--- src/cmd_pkg.sv ---
`default_nettype none

package cmd_pkg;

    // ----------------------------------------------------------------
    // geometry
    // ----------------------------------------------------------------
    localparam int CMD_LINES = 16;
    localparam int CMD_DW = 64;
    localparam int CMD_IDX_W = 6;
    localparam int CMD_LA_W = 30;
    localparam int CMD_CNT_W = 5;

    typedef logic [CMD_IDX_W-1:0] cmd_idx_t;
    typedef logic [CMD_DW-1:0] cmd_word_t;

    // ----------------------------------------------------------------
    // register indices (word addresses on the register port)
    // ----------------------------------------------------------------
    localparam cmd_idx_t CMD_IDX_WMAP_BASE = 6'h00;
    localparam cmd_idx_t CMD_IDX_RMAP_BASE = 6'h10;
    localparam cmd_idx_t CMD_IDX_CTRL = 6'h20;
    localparam cmd_idx_t CMD_IDX_STAT = 6'h21;

    // ----------------------------------------------------------------
    // write-map line word layout
    // ----------------------------------------------------------------
    localparam int CMD_W_PEND_BIT = 34;
    localparam int CMD_W_QUEUED_BIT = 33;
    localparam int CMD_W_RCONF_BIT = 32;
    localparam int CMD_LA_LSB = 0;

    // ----------------------------------------------------------------
    // read-map line word layout
    // ----------------------------------------------------------------
    localparam int CMD_R_PEND_BIT = 52;
    localparam int CMD_R_ISSUER_LSB = 49;
    localparam int CMD_R_TAG_LSB = 43;
    localparam int CMD_R_SWAP_BIT = 42;
    localparam int CMD_R_ZLEN_BIT = 41;
    localparam int CMD_R_TYPE_LSB = 39;
    localparam int CMD_R_COH_LSB = 37;
    localparam int CMD_R_QUEUED_BIT = 36;
    localparam int CMD_R_OUTST_LSB = 34;
    localparam int CMD_R_WCONF_BIT = 33;
    localparam int CMD_R_LATE_BIT = 32;

    // ----------------------------------------------------------------
    // control and status layout
    // ----------------------------------------------------------------
    localparam int CMD_CTRL_FREEZE_BIT = 0;
    localparam int CMD_CTRL_CLR_BIT = 1;
    localparam int CMD_ST_WCNT_LSB = 0;
    localparam int CMD_ST_RCNT_LSB = 8;
    localparam int CMD_ST_FROZEN_BIT = 16;
    localparam int CMD_ST_WRIGN_BIT = 17;
    localparam int CMD_ST_UNMAP_BIT = 18;

    // ----------------------------------------------------------------
    // values after reset
    // ----------------------------------------------------------------
    localparam logic [CMD_LINES-1:0] CMD_PEND_RST = 16'h0000;
    localparam logic CMD_FREEZE_RST = 1'h0;
    localparam logic CMD_FLAG_RST = 1'h0;
    localparam cmd_word_t CMD_RDATA_RST = 64'h0;

endpackage

`default_nettype wire

--- src/cmd_wmap_word.sv ---
`timescale 1ns/1ps
`default_nettype none

module cmd_wmap_word (
    // line state
    input wire logic pending,
    input wire logic entry_queued,
    input wire logic read_conflict,
    input wire logic [cmd_pkg::CMD_LA_W-1:0] line_addr,
    // packed register image
    output cmd_pkg::cmd_word_t word
);
    import cmd_pkg::*;

    // reserved bits read as zero
    always_comb begin
        word = '0;
        word[CMD_W_PEND_BIT] = pending;
        word[CMD_W_QUEUED_BIT] = entry_queued;
        word[CMD_W_RCONF_BIT] = read_conflict;
        word[CMD_LA_LSB +: CMD_LA_W] = line_addr;
    end

endmodule // cmd_wmap_word

`default_nettype wire

--- src/cmd_rmap_word.sv ---
`timescale 1ns/1ps
`default_nettype none

module cmd_rmap_word (
    // line state
    input wire logic pending,
    input wire logic [2:0] issuer_id,
    input wire logic [5:0] txn_tag,
    input wire logic swap_bytes,
    input wire logic zero_length,
    input wire logic [1:0] txn_type,
    input wire logic [1:0] coh_resp,
    input wire logic entry_queued,
    input wire logic [1:0] outstanding_reads,
    input wire logic write_conflict,
    input wire logic late_write_conflict,
    input wire logic [cmd_pkg::CMD_LA_W-1:0] line_addr,
    // packed register image
    output cmd_pkg::cmd_word_t word
);
    import cmd_pkg::*;

    always_comb begin
        word = '0;
        word[CMD_R_PEND_BIT] = pending;
        word[CMD_R_ISSUER_LSB +: 3] = issuer_id;
        word[CMD_R_TAG_LSB +: 6] = txn_tag;
        word[CMD_R_SWAP_BIT] = swap_bytes;
        word[CMD_R_ZLEN_BIT] = zero_length;
        word[CMD_R_TYPE_LSB +: 2] = txn_type;
        word[CMD_R_COH_LSB +: 2] = coh_resp;
        word[CMD_R_QUEUED_BIT] = entry_queued;
        word[CMD_R_OUTST_LSB +: 2] = outstanding_reads;
        word[CMD_R_WCONF_BIT] = write_conflict;
        word[CMD_R_LATE_BIT] = late_write_conflict;
        word[CMD_LA_LSB +: CMD_LA_W] = line_addr;
    end

endmodule // cmd_rmap_word

`default_nettype wire

--- src/cmd_diag_bank.sv ---
// Functional notes
// - sixteen read-only 64-bit registers, one per write-map line.
// - sixteen read-only 64-bit registers, one per read-map line.
// - write-map register shows the line's pending flag.
// - write-map register shows whether the entry sits in the write queue.
// - write-map register flags a conflict with a read-map entry.
// - read-map register shows the line's pending flag.
// - read-map register shows the 3-bit issuing master identifier.
// - read-map register shows the issuer's transaction tag.
// - read-map register flags byte-swapped read return.
// - read-map register flags a zero-length read request.
// - read-map register shows whether the entry sits in the read queue.
// - read-map register shows 2-bit count of reads outstanding in memory.
// - read-map register flags a conflict with a write-map entry.
// - read-map register flags a conflict arising after issue to memory.
// - bus signals carry their driving block's prefix; shared ones a common one.
`timescale 1ns/1ps
`default_nettype none

module cmd_diag_bank (
    // clock and reset
    input wire logic clk,
    input wire logic rst_n,
    // register port
    input wire cmd_pkg::cmd_idx_t reg_addr,
    input wire cmd_pkg::cmd_word_t reg_wdata,
    input wire logic reg_wr,
    input wire logic reg_rd,
    output cmd_pkg::cmd_word_t cmd_rd_data,
    // write coherency map state, one bit or field per line
    input wire logic [15:0] wmap_pending,
    input wire logic [15:0] wmap_entry_queued,
    input wire logic [15:0] wmap_read_conflict,
    input wire logic [16*30-1:0] wmap_line_addr,
    // read coherency map state, one bit or field per line
    input wire logic [15:0] rmap_pending,
    input wire logic [16*3-1:0] rmap_issuer_id,
    input wire logic [16*6-1:0] rmap_txn_tag,
    input wire logic [15:0] rmap_swap_bytes,
    input wire logic [15:0] rmap_zero_length,
    input wire logic [16*2-1:0] rmap_txn_type,
    input wire logic [16*2-1:0] rmap_coh_resp,
    input wire logic [15:0] rmap_entry_queued,
    input wire logic [16*2-1:0] rmap_outstanding_reads,
    input wire logic [15:0] rmap_write_conflict,
    input wire logic [15:0] rmap_late_write_conflict,
    input wire logic [16*30-1:0] rmap_line_addr,
    // diagnostic state
    output logic cmd_map_frozen
);
    import cmd_pkg::*;

    // ----------------------------------------------------------------
    // decode helpers
    // ----------------------------------------------------------------
    function automatic logic is_wmap_idx(input cmd_idx_t idx);
        is_wmap_idx = (idx[5:4] == CMD_IDX_WMAP_BASE[5:4]);
    endfunction

    function automatic logic is_rmap_idx(input cmd_idx_t idx);
        is_rmap_idx = (idx[5:4] == CMD_IDX_RMAP_BASE[5:4]);
    endfunction

    function automatic logic [CMD_CNT_W-1:0] count_ones(
        input logic [CMD_LINES-1:0] v);
        logic [CMD_CNT_W-1:0] n;
        n = '0;
        for (int i = 0; i < CMD_LINES; i++) begin
            n = n + {{(CMD_CNT_W-1){1'b0}}, v[i]};
        end
        count_ones = n;
    endfunction

    // ----------------------------------------------------------------
    // map snapshot
    // ----------------------------------------------------------------
    // the snapshot follows the maps each cycle; freezing it lets software
    // read all 32 lines as one coherent picture, at the cost of showing
    // stale state until the freeze is released
    logic freeze_q;
    logic [15:0] w_pend_q;
    logic [15:0] w_queued_q;
    logic [15:0] w_rconf_q;
    logic [16*30-1:0] w_addr_q;
    logic [15:0] r_pend_q;
    logic [16*3-1:0] r_issuer_q;
    logic [16*6-1:0] r_tag_q;
    logic [15:0] r_swap_q;
    logic [15:0] r_zlen_q;
    logic [16*2-1:0] r_type_q;
    logic [16*2-1:0] r_coh_q;
    logic [15:0] r_queued_q;
    logic [16*2-1:0] r_outst_q;
    logic [15:0] r_wconf_q;
    logic [15:0] r_late_q;
    logic [16*30-1:0] r_addr_q;

    // ----------------------------------------------------------------
    // pending capture
    // ----------------------------------------------------------------
    // the snapshot follows the maps while this is high
    wire logic snap_en = ~freeze_q;

    // only the pending flags are reset; the fields beside them stay
    // undefined until the first edge at which the snapshot captures the maps
    always_ff @(posedge clk) begin
        if (!rst_n) begin
            w_pend_q <= CMD_PEND_RST;
            r_pend_q <= CMD_PEND_RST;
        end else if (snap_en) begin
            w_pend_q <= wmap_pending;
            r_pend_q <= rmap_pending;
        end
    end

    // ----------------------------------------------------------------
    // write-map capture
    // ----------------------------------------------------------------
    always_ff @(posedge clk) begin
        if (snap_en) begin
            w_queued_q <= wmap_entry_queued;
            w_rconf_q <= wmap_read_conflict;
        end
    end

    // addresses are not reset: a reset tree this wide buys nothing
    always_ff @(posedge clk) begin
        if (snap_en) begin
            w_addr_q <= wmap_line_addr;
        end
    end

    // ----------------------------------------------------------------
    // read-map capture
    // ----------------------------------------------------------------
    always_ff @(posedge clk) begin
        if (snap_en) begin
            r_issuer_q <= rmap_issuer_id;
            r_tag_q <= rmap_txn_tag;
            r_type_q <= rmap_txn_type;
            r_coh_q <= rmap_coh_resp;
        end
    end

    always_ff @(posedge clk) begin
        if (snap_en) begin
            r_swap_q <= rmap_swap_bytes;
            r_zlen_q <= rmap_zero_length;
        end
    end

    always_ff @(posedge clk) begin
        if (snap_en) begin
            r_queued_q <= rmap_entry_queued;
            r_outst_q <= rmap_outstanding_reads;
            r_wconf_q <= rmap_write_conflict;
            r_late_q <= rmap_late_write_conflict;
        end
    end

    always_ff @(posedge clk) begin
        if (snap_en) begin
            r_addr_q <= rmap_line_addr;
        end
    end

    // ----------------------------------------------------------------
    // per-line register images
    // ----------------------------------------------------------------
    cmd_word_t wmap_word [CMD_LINES];
    cmd_word_t rmap_word [CMD_LINES];

    for (genvar g = 0; g < CMD_LINES; g++) begin : g_line
        cmd_wmap_word u_wmap (
            .pending(w_pend_q[g]),
            .entry_queued(w_queued_q[g]),
            .read_conflict(w_rconf_q[g]),
            .line_addr(w_addr_q[g*CMD_LA_W +: CMD_LA_W]),
            .word(wmap_word[g])
        );
        cmd_rmap_word u_rmap (
            .pending(r_pend_q[g]),
            .issuer_id(r_issuer_q[g*3 +: 3]),
            .txn_tag(r_tag_q[g*6 +: 6]),
            .swap_bytes(r_swap_q[g]),
            .zero_length(r_zlen_q[g]),
            .txn_type(r_type_q[g*2 +: 2]),
            .coh_resp(r_coh_q[g*2 +: 2]),
            .entry_queued(r_queued_q[g]),
            .outstanding_reads(r_outst_q[g*2 +: 2]),
            .write_conflict(r_wconf_q[g]),
            .late_write_conflict(r_late_q[g]),
            .line_addr(r_addr_q[g*CMD_LA_W +: CMD_LA_W]),
            .word(rmap_word[g])
        );
    end

    // ----------------------------------------------------------------
    // address decode
    // ----------------------------------------------------------------
    wire logic [3:0] line_sel = reg_addr[3:0];
    wire logic hit_wmap = is_wmap_idx(reg_addr);
    wire logic hit_rmap = is_rmap_idx(reg_addr);
    wire logic hit_ctrl = (reg_addr == CMD_IDX_CTRL);
    wire logic hit_stat = (reg_addr == CMD_IDX_STAT);
    wire logic hit_diag = hit_wmap | hit_rmap;
    wire logic hit_any = hit_diag | hit_ctrl | hit_stat;
    wire logic ctrl_wr = reg_wr & hit_ctrl;
    // a write to a line register only leaves a trace in status
    wire logic diag_wr = reg_wr & hit_diag;
    wire logic unmap_acc = (reg_wr | reg_rd) & ~hit_any;
    wire logic flag_clr = ctrl_wr & reg_wdata[CMD_CTRL_CLR_BIT];

    // ----------------------------------------------------------------
    // control and sticky status
    // ----------------------------------------------------------------
    logic wr_ign_q;
    logic unmap_q;

    // the frozen output loads the same next value as the control bit,
    // so both change on one edge
    wire logic freeze_d =
        ctrl_wr ? reg_wdata[CMD_CTRL_FREEZE_BIT] : freeze_q;

    // a new event in the clearing cycle survives the clear
    wire logic wr_ign_d = diag_wr | (wr_ign_q & ~flag_clr);
    wire logic unmap_d = unmap_acc | (unmap_q & ~flag_clr);

    always_ff @(posedge clk) begin
        if (!rst_n) begin
            freeze_q <= CMD_FREEZE_RST;
        end else begin
            freeze_q <= freeze_d;
        end
    end

    always_ff @(posedge clk) begin
        if (!rst_n) begin
            wr_ign_q <= CMD_FLAG_RST;
        end else begin
            wr_ign_q <= wr_ign_d;
        end
    end

    always_ff @(posedge clk) begin
        if (!rst_n) begin
            unmap_q <= CMD_FLAG_RST;
        end else begin
            unmap_q <= unmap_d;
        end
    end

    // ----------------------------------------------------------------
    // read data
    // ----------------------------------------------------------------
    wire logic [CMD_CNT_W-1:0] w_count = count_ones(w_pend_q);
    wire logic [CMD_CNT_W-1:0] r_count = count_ones(r_pend_q);

    cmd_word_t ctrl_word;
    cmd_word_t stat_word;
    always_comb begin
        ctrl_word = '0;
        ctrl_word[CMD_CTRL_FREEZE_BIT] = freeze_q;
        stat_word = '0;
        stat_word[CMD_ST_WCNT_LSB +: CMD_CNT_W] = w_count;
        stat_word[CMD_ST_RCNT_LSB +: CMD_CNT_W] = r_count;
        stat_word[CMD_ST_FROZEN_BIT] = freeze_q;
        stat_word[CMD_ST_WRIGN_BIT] = wr_ign_q;
        stat_word[CMD_ST_UNMAP_BIT] = unmap_q;
    end

    // selected line image of each map
    wire cmd_word_t w_line_word = wmap_word[line_sel];
    wire cmd_word_t r_line_word = rmap_word[line_sel];

    // reading has no side effect on the snapshot or the maps
    wire cmd_word_t rd_mux =
        hit_wmap ? w_line_word :
        hit_rmap ? r_line_word :
        hit_ctrl ? ctrl_word :
        hit_stat ? stat_word : CMD_RDATA_RST;

    // ----------------------------------------------------------------
    // output registers
    // ----------------------------------------------------------------
    // data stand one cycle after the read strobe and read zero otherwise
    wire cmd_word_t rd_data_d = reg_rd ? rd_mux : CMD_RDATA_RST;

    always_ff @(posedge clk) begin
        if (!rst_n) begin
            cmd_rd_data <= CMD_RDATA_RST;
        end else begin
            cmd_rd_data <= rd_data_d;
        end
    end

    always_ff @(posedge clk) begin
        if (!rst_n) begin
            cmd_map_frozen <= CMD_FREEZE_RST;
        end else begin
            cmd_map_frozen <= freeze_d;
        end
    end

endmodule // cmd_diag_bank

`default_nettype wire

--- config.mk ---
export PLATFORM = sky130hd
export DESIGN_NAME = cmd_diag_bank
export DESIGN_NICKNAME = d
export VERILOG_FILES = /design/src/cmd_pkg.sv /design/src/cmd_wmap_word.sv /design/src/cmd_rmap_word.sv /design/src/cmd_diag_bank.sv
export SDC_FILE = /design/constraint.sdc
export NUM_CORES = 2
export LEC_CHECK = 0
export BUFFER_PORTS_ARGS = -buffer_cell sky130_fd_sc_hd__buf_2
export CORE_AREA = 5 5 570 572
export CTS_BUF_LIST = sky130_fd_sc_hd__clkbuf_4 sky130_fd_sc_hd__clkbuf_8 sky130_fd_sc_hd__clkbuf_16
export DETAILED_ROUTE_END_ITERATION = 7
export DIE_AREA = 0 0 575 577
export PLACE_DENSITY = 0.42
export SETUP_SLACK_MARGIN = 0.4
export SYNTH_ARGS = -nofsm -noshare
export SYNTH_HDL_FRONTEND = slang
export SYNTH_SLANG_ARGS = --single-unit
--- constraint.sdc ---
create_clock -name clk -period 34.9 [get_ports clk]
set_input_delay 5.235 -clock clk [delete_from_list [all_inputs] [get_ports clk]]
set_output_delay 5.235 -clock clk [all_outputs]
set_load 0.01 [all_outputs]
==> impl_metrics.yaml <==
clock_tree:
  numCtsBuffers: 173
  cts_root_buf: "clkbuf_16"
  post_cts_buffers: 0
  path_clk_slew_ns: 0.06
  cts_resized: 0
  htree_levels: 4
  cts_sinks: 1398
  cts_tree: "built"
  ctsHoldBuffers: 0
  cts_buffer_depth: 4
  insertion_delay_ns: 0.83
detailed_routing:
  dr.pass1.iters: 5
  detail-route-antenna-nets: 0
  drc: 0
  wl_microns: 236000
  wl_met1_microns: 92700
  highest_layer: "met5"
  via_count: 31400
  drt_iter0_drc: 2302
  wl_per_cell_microns: 28.2
  wl_met2_microns: 112000
  route.met3.wl_microns: 23900
  viasPerCell: 3.75
synth:
  ys_ff_latch: 1398
  synth-main-ff-cell: "edfxtp_1"
  yosys_warnings: 0
  synth_edf_count: 1312
  syn_area_sq_um: 53700
  async_flop_share_pct: 0
  synth_cell_types: 48
  syn_avg_cell_area_sq_um: 22.0
  seq_area_frac_synth_pct: 76.6
  synth_cells: 2435
sta:
  rsz0062_at_grt: "false"
  fin_crit_ns: 9.21
  slew_violations: 0
  fin_tns_setup_ns: 0
  hold_viol: 0
  tightest_slew_ns: 1.06
  min_period_over_period_pct: 26.4
  setup_viol: 0
  max_freq_ghz: 0.109
  clock_skew_ns: 0.0548
  slew_headroom_pct: 27.2
global_routing:
  antenna_found_initial: 274
  grt_max_degree: 182
  grtUsageTotal_pct: 13.6
  grt_overflow: 0
  grt_pass1_wl_microns: 305000
  grt_pass1_vias: 33200
pwr:
  p_sw_w: 0.000948
  p_comb_share_pct: 7.9
  leakagePower_nw: 27.5
  p_per_area_nw_per_um2: 56.9
  finalPower_w: 0.00408
  switching_share_pct: 23.2
  ir_drop_v: 0.0000396
  seq_power_share_pct: 47.9
  clock_power_share_pct: 44.3
  intPower_w: 0.00313
finish:
  nFillCells: 33700
  multi_input_area_sq_um: 11700
  fin_nets: 5390
  syn_to_final_growth_pct: 33.5
  drive_gt1_share_pct: 50.5
  design_area_sq_um: 71700
  register_area_sq_um: 41100
setup_path:
  crit_slowest_cell: "buf_4"
  cp-end-kind: "flip-flop"
  crit_required_ns: 35.56
  path_class: "input pin to flip-flop"
  worstPathMaxFanout: 43
  max_stage_delay_ns: 0.82
  cp-start-kind: "input pin"
  cp_num_buf_inv: 4
  cp_top_family: "buffers and inverters"
  crit_top_cell: "buf_4"
  cp.arrival_ns: 9.87
  critical_path.cell_chain: "buf_8 -> buf_4 -> buf_4 -> buf_4 -> mux4_2 -> mux2i_1 -> o22a_1 -> o221ai_1"
die:
  coreArea_sq_um: 320000
  num_io_pins: 1483
  fp.dieW_microns: 575
  num_rows: 208
  die_h_microns: 577
  start_util_pct: 16.8
  dieArea_sq_um: 332000
outcome:
  status: "complete, no violations"
placement:
  port_buffers: 1407
  place.gp.congestion: 0.853
  dp_hpwl_microns: 186000
  dpl-instance-area_sq_um: 65800
flow_run:
  maxCapViolCount: 0
hold_path:
  hold_path.class: "flip-flop to flip-flop"
-- tightest hold or removal path, delay by kind of cell, from the launching register on --
family / cells / cell delay (ns)
AOI/OAI and AO/OA: 1 / 0.06
DFF: 1 / 0.33
and+or+nand+nor: 1 / 0.09
-- area by class of cell --
class	instances	share of cell area [%]
sequential	1398	57.4
multi-input combinational	859	16.3
timing repair buffer	1459	10.5
tap	4200	7.33
clock buffer	211	6.55
clock inverter	106	1.39
antenna	82	0.286
inverter	51	0.278
-- cell families after synthesis --
group                      count (synthesis)  share of synthesized area [%]
buffers and inverters                    190                           1.80
adders and majority gates                 30                          0.979
muxes                                    542                           17.3
other                                      1                        0.00699
and+or+nand+nor                          145                           1.45
DFF                                     1398                           76.6
AOI/OAI and AO/OA                        125                           1.80
xor gates and xnor gates                   4                         0.0653
-- sequential cells by signal (all words and copies together), names as in the netlist --
name            flops
wr_ign_q            1
r_zlen_q           16
r_issuer_q         48
r_type_q           32
r_addr_q          480
r_tag_q            96
r_coh_q            32
w_queued_q         16
w_addr_q          480
r_wconf_q          16
r_pend_q           16
r_outst_q          32
w_rconf_q          16
r_swap_q           16
cmd_rd_data        51
unmap_q             1
cmd_map_frozen      1
w_pend_q           16
r_queued_q         16
r_late_q           16
-- per-stage QoR --
stage	hold slack, ns	setup WS (ns)	util (%)	cells
floorplan	0.444	7.18	-	2447
global placement	0.497	24.52	20.6	7967
detailed placement	0.494	24.51	20.6	7967
CTS	0.518	25.46	22.4	8284
global route	0.553	25.28	22.4	8303
finish	0.518	25.69	22.4	8366
-- routing by layer --
layer  track usage (%)  up-vias
li1                  -    13300
met4              3.06      180
met2              22.7     1569
met5                 0        -
met3              5.67      553
met1              16.3    15800
-- final timing paths --
kind | end | cells past startpoint | from | slack (ns)
setup reg to reg | cmd_rd_data[3]$_SDFF_PN0_ | 12 | w_pend_q[11]$_SDFFE_PN0N_ | 30.20
hold / removal | wr_ign_q$_SDFF_PN0_ | 2 | wr_ign_q$_SDFF_PN0_ | 0.52
hold reg to reg | wr_ign_q$_SDFF_PN0_ | 2 | wr_ign_q$_SDFF_PN0_ | 0.52
setup / recovery | cmd_rd_data[7]$_SDFF_PN0_ | 8 | reg_addr[0] | 25.69
-- cell usage after synthesis, drive strengths merged (2+ instances only) --
master  number  area share [%]
a22o         6           0.098
xnor2        4           0.065
a21boi       2           0.028
a31oi        6           0.070
o32ai        3           0.049
ha          10            0.23
a41oi        3           0.049
a221oi       4           0.065
and3         5           0.058
nor2        11           0.077
o221ai      20            0.33
nand4        6           0.070
or3          6           0.070
clkbuf      45            0.31
nand3b       2           0.028
mux2i      226             4.2
dfxtp       86             3.2
o22ai        8           0.093
a22oi       20            0.28
a21o         3           0.042
a221o        3           0.056
o22a        20            0.33
o311a        5           0.093
o21ai        5           0.047
nand3       12            0.11
a21oi       14            0.13
mux2         8            0.17
and2         3           0.035
nand2b       3           0.035
inv         51            0.36
edfxtp    1312              73
buf         94             1.1
fa          20            0.75
nand2       37            0.26
nor2b       56            0.65
mux4       308              13
-- power by group through the flow --
| stage | registers (W) | logic (W) | clock network, W |
|---|---|---|---|
| 4_1_cts | 0.00195 | 0.000337 | 0.00188 |
| 3_3_place_gp | 0.00199 | 0.000335 | 0 |
| 5_1_grt | 0.00196 | 0.000349 | 0.00194 |
| 2_1_floorplan | 0.00198 | 0.000147 | 0 |
| 3_5_place_dp | 0.00199 | 0.000335 | 0 |
| 6_report | 0.00195 | 0.000320 | 0.00180 |
-- placed cells by master, fill, tap and decap left out, drive strengths merged, types with 6 or more instances in the layout --
cell type / Yosys / routed
a31oi: 6 / 6
inv: 51 / 62
dfxtp: 86 / 86
bufinv: 0 / 12
a22o: 6 / 6
buf: 94 / 1459
conb: 1 / 13
nand3: 12 / 12
nand4: 6 / 6
a21oi: 14 / 14
mux2i: 226 / 226
mux2: 8 / 8
mux4: 308 / 308
nor2b: 56 / 56
diode: 0 / 82
ha: 10 / 10
clkinv: 0 / 72
nor2: 11 / 11
fa: 20 / 20
o22a: 20 / 20
o221ai: 20 / 20
a22oi: 20 / 20
edfxtp: 1312 / 1312
clkinvlp: 0 / 11
clkbuf: 45 / 211
or3: 6 / 6
o22ai: 8 / 8
nand2: 37 / 37
(Power assumes the default switching activity.)
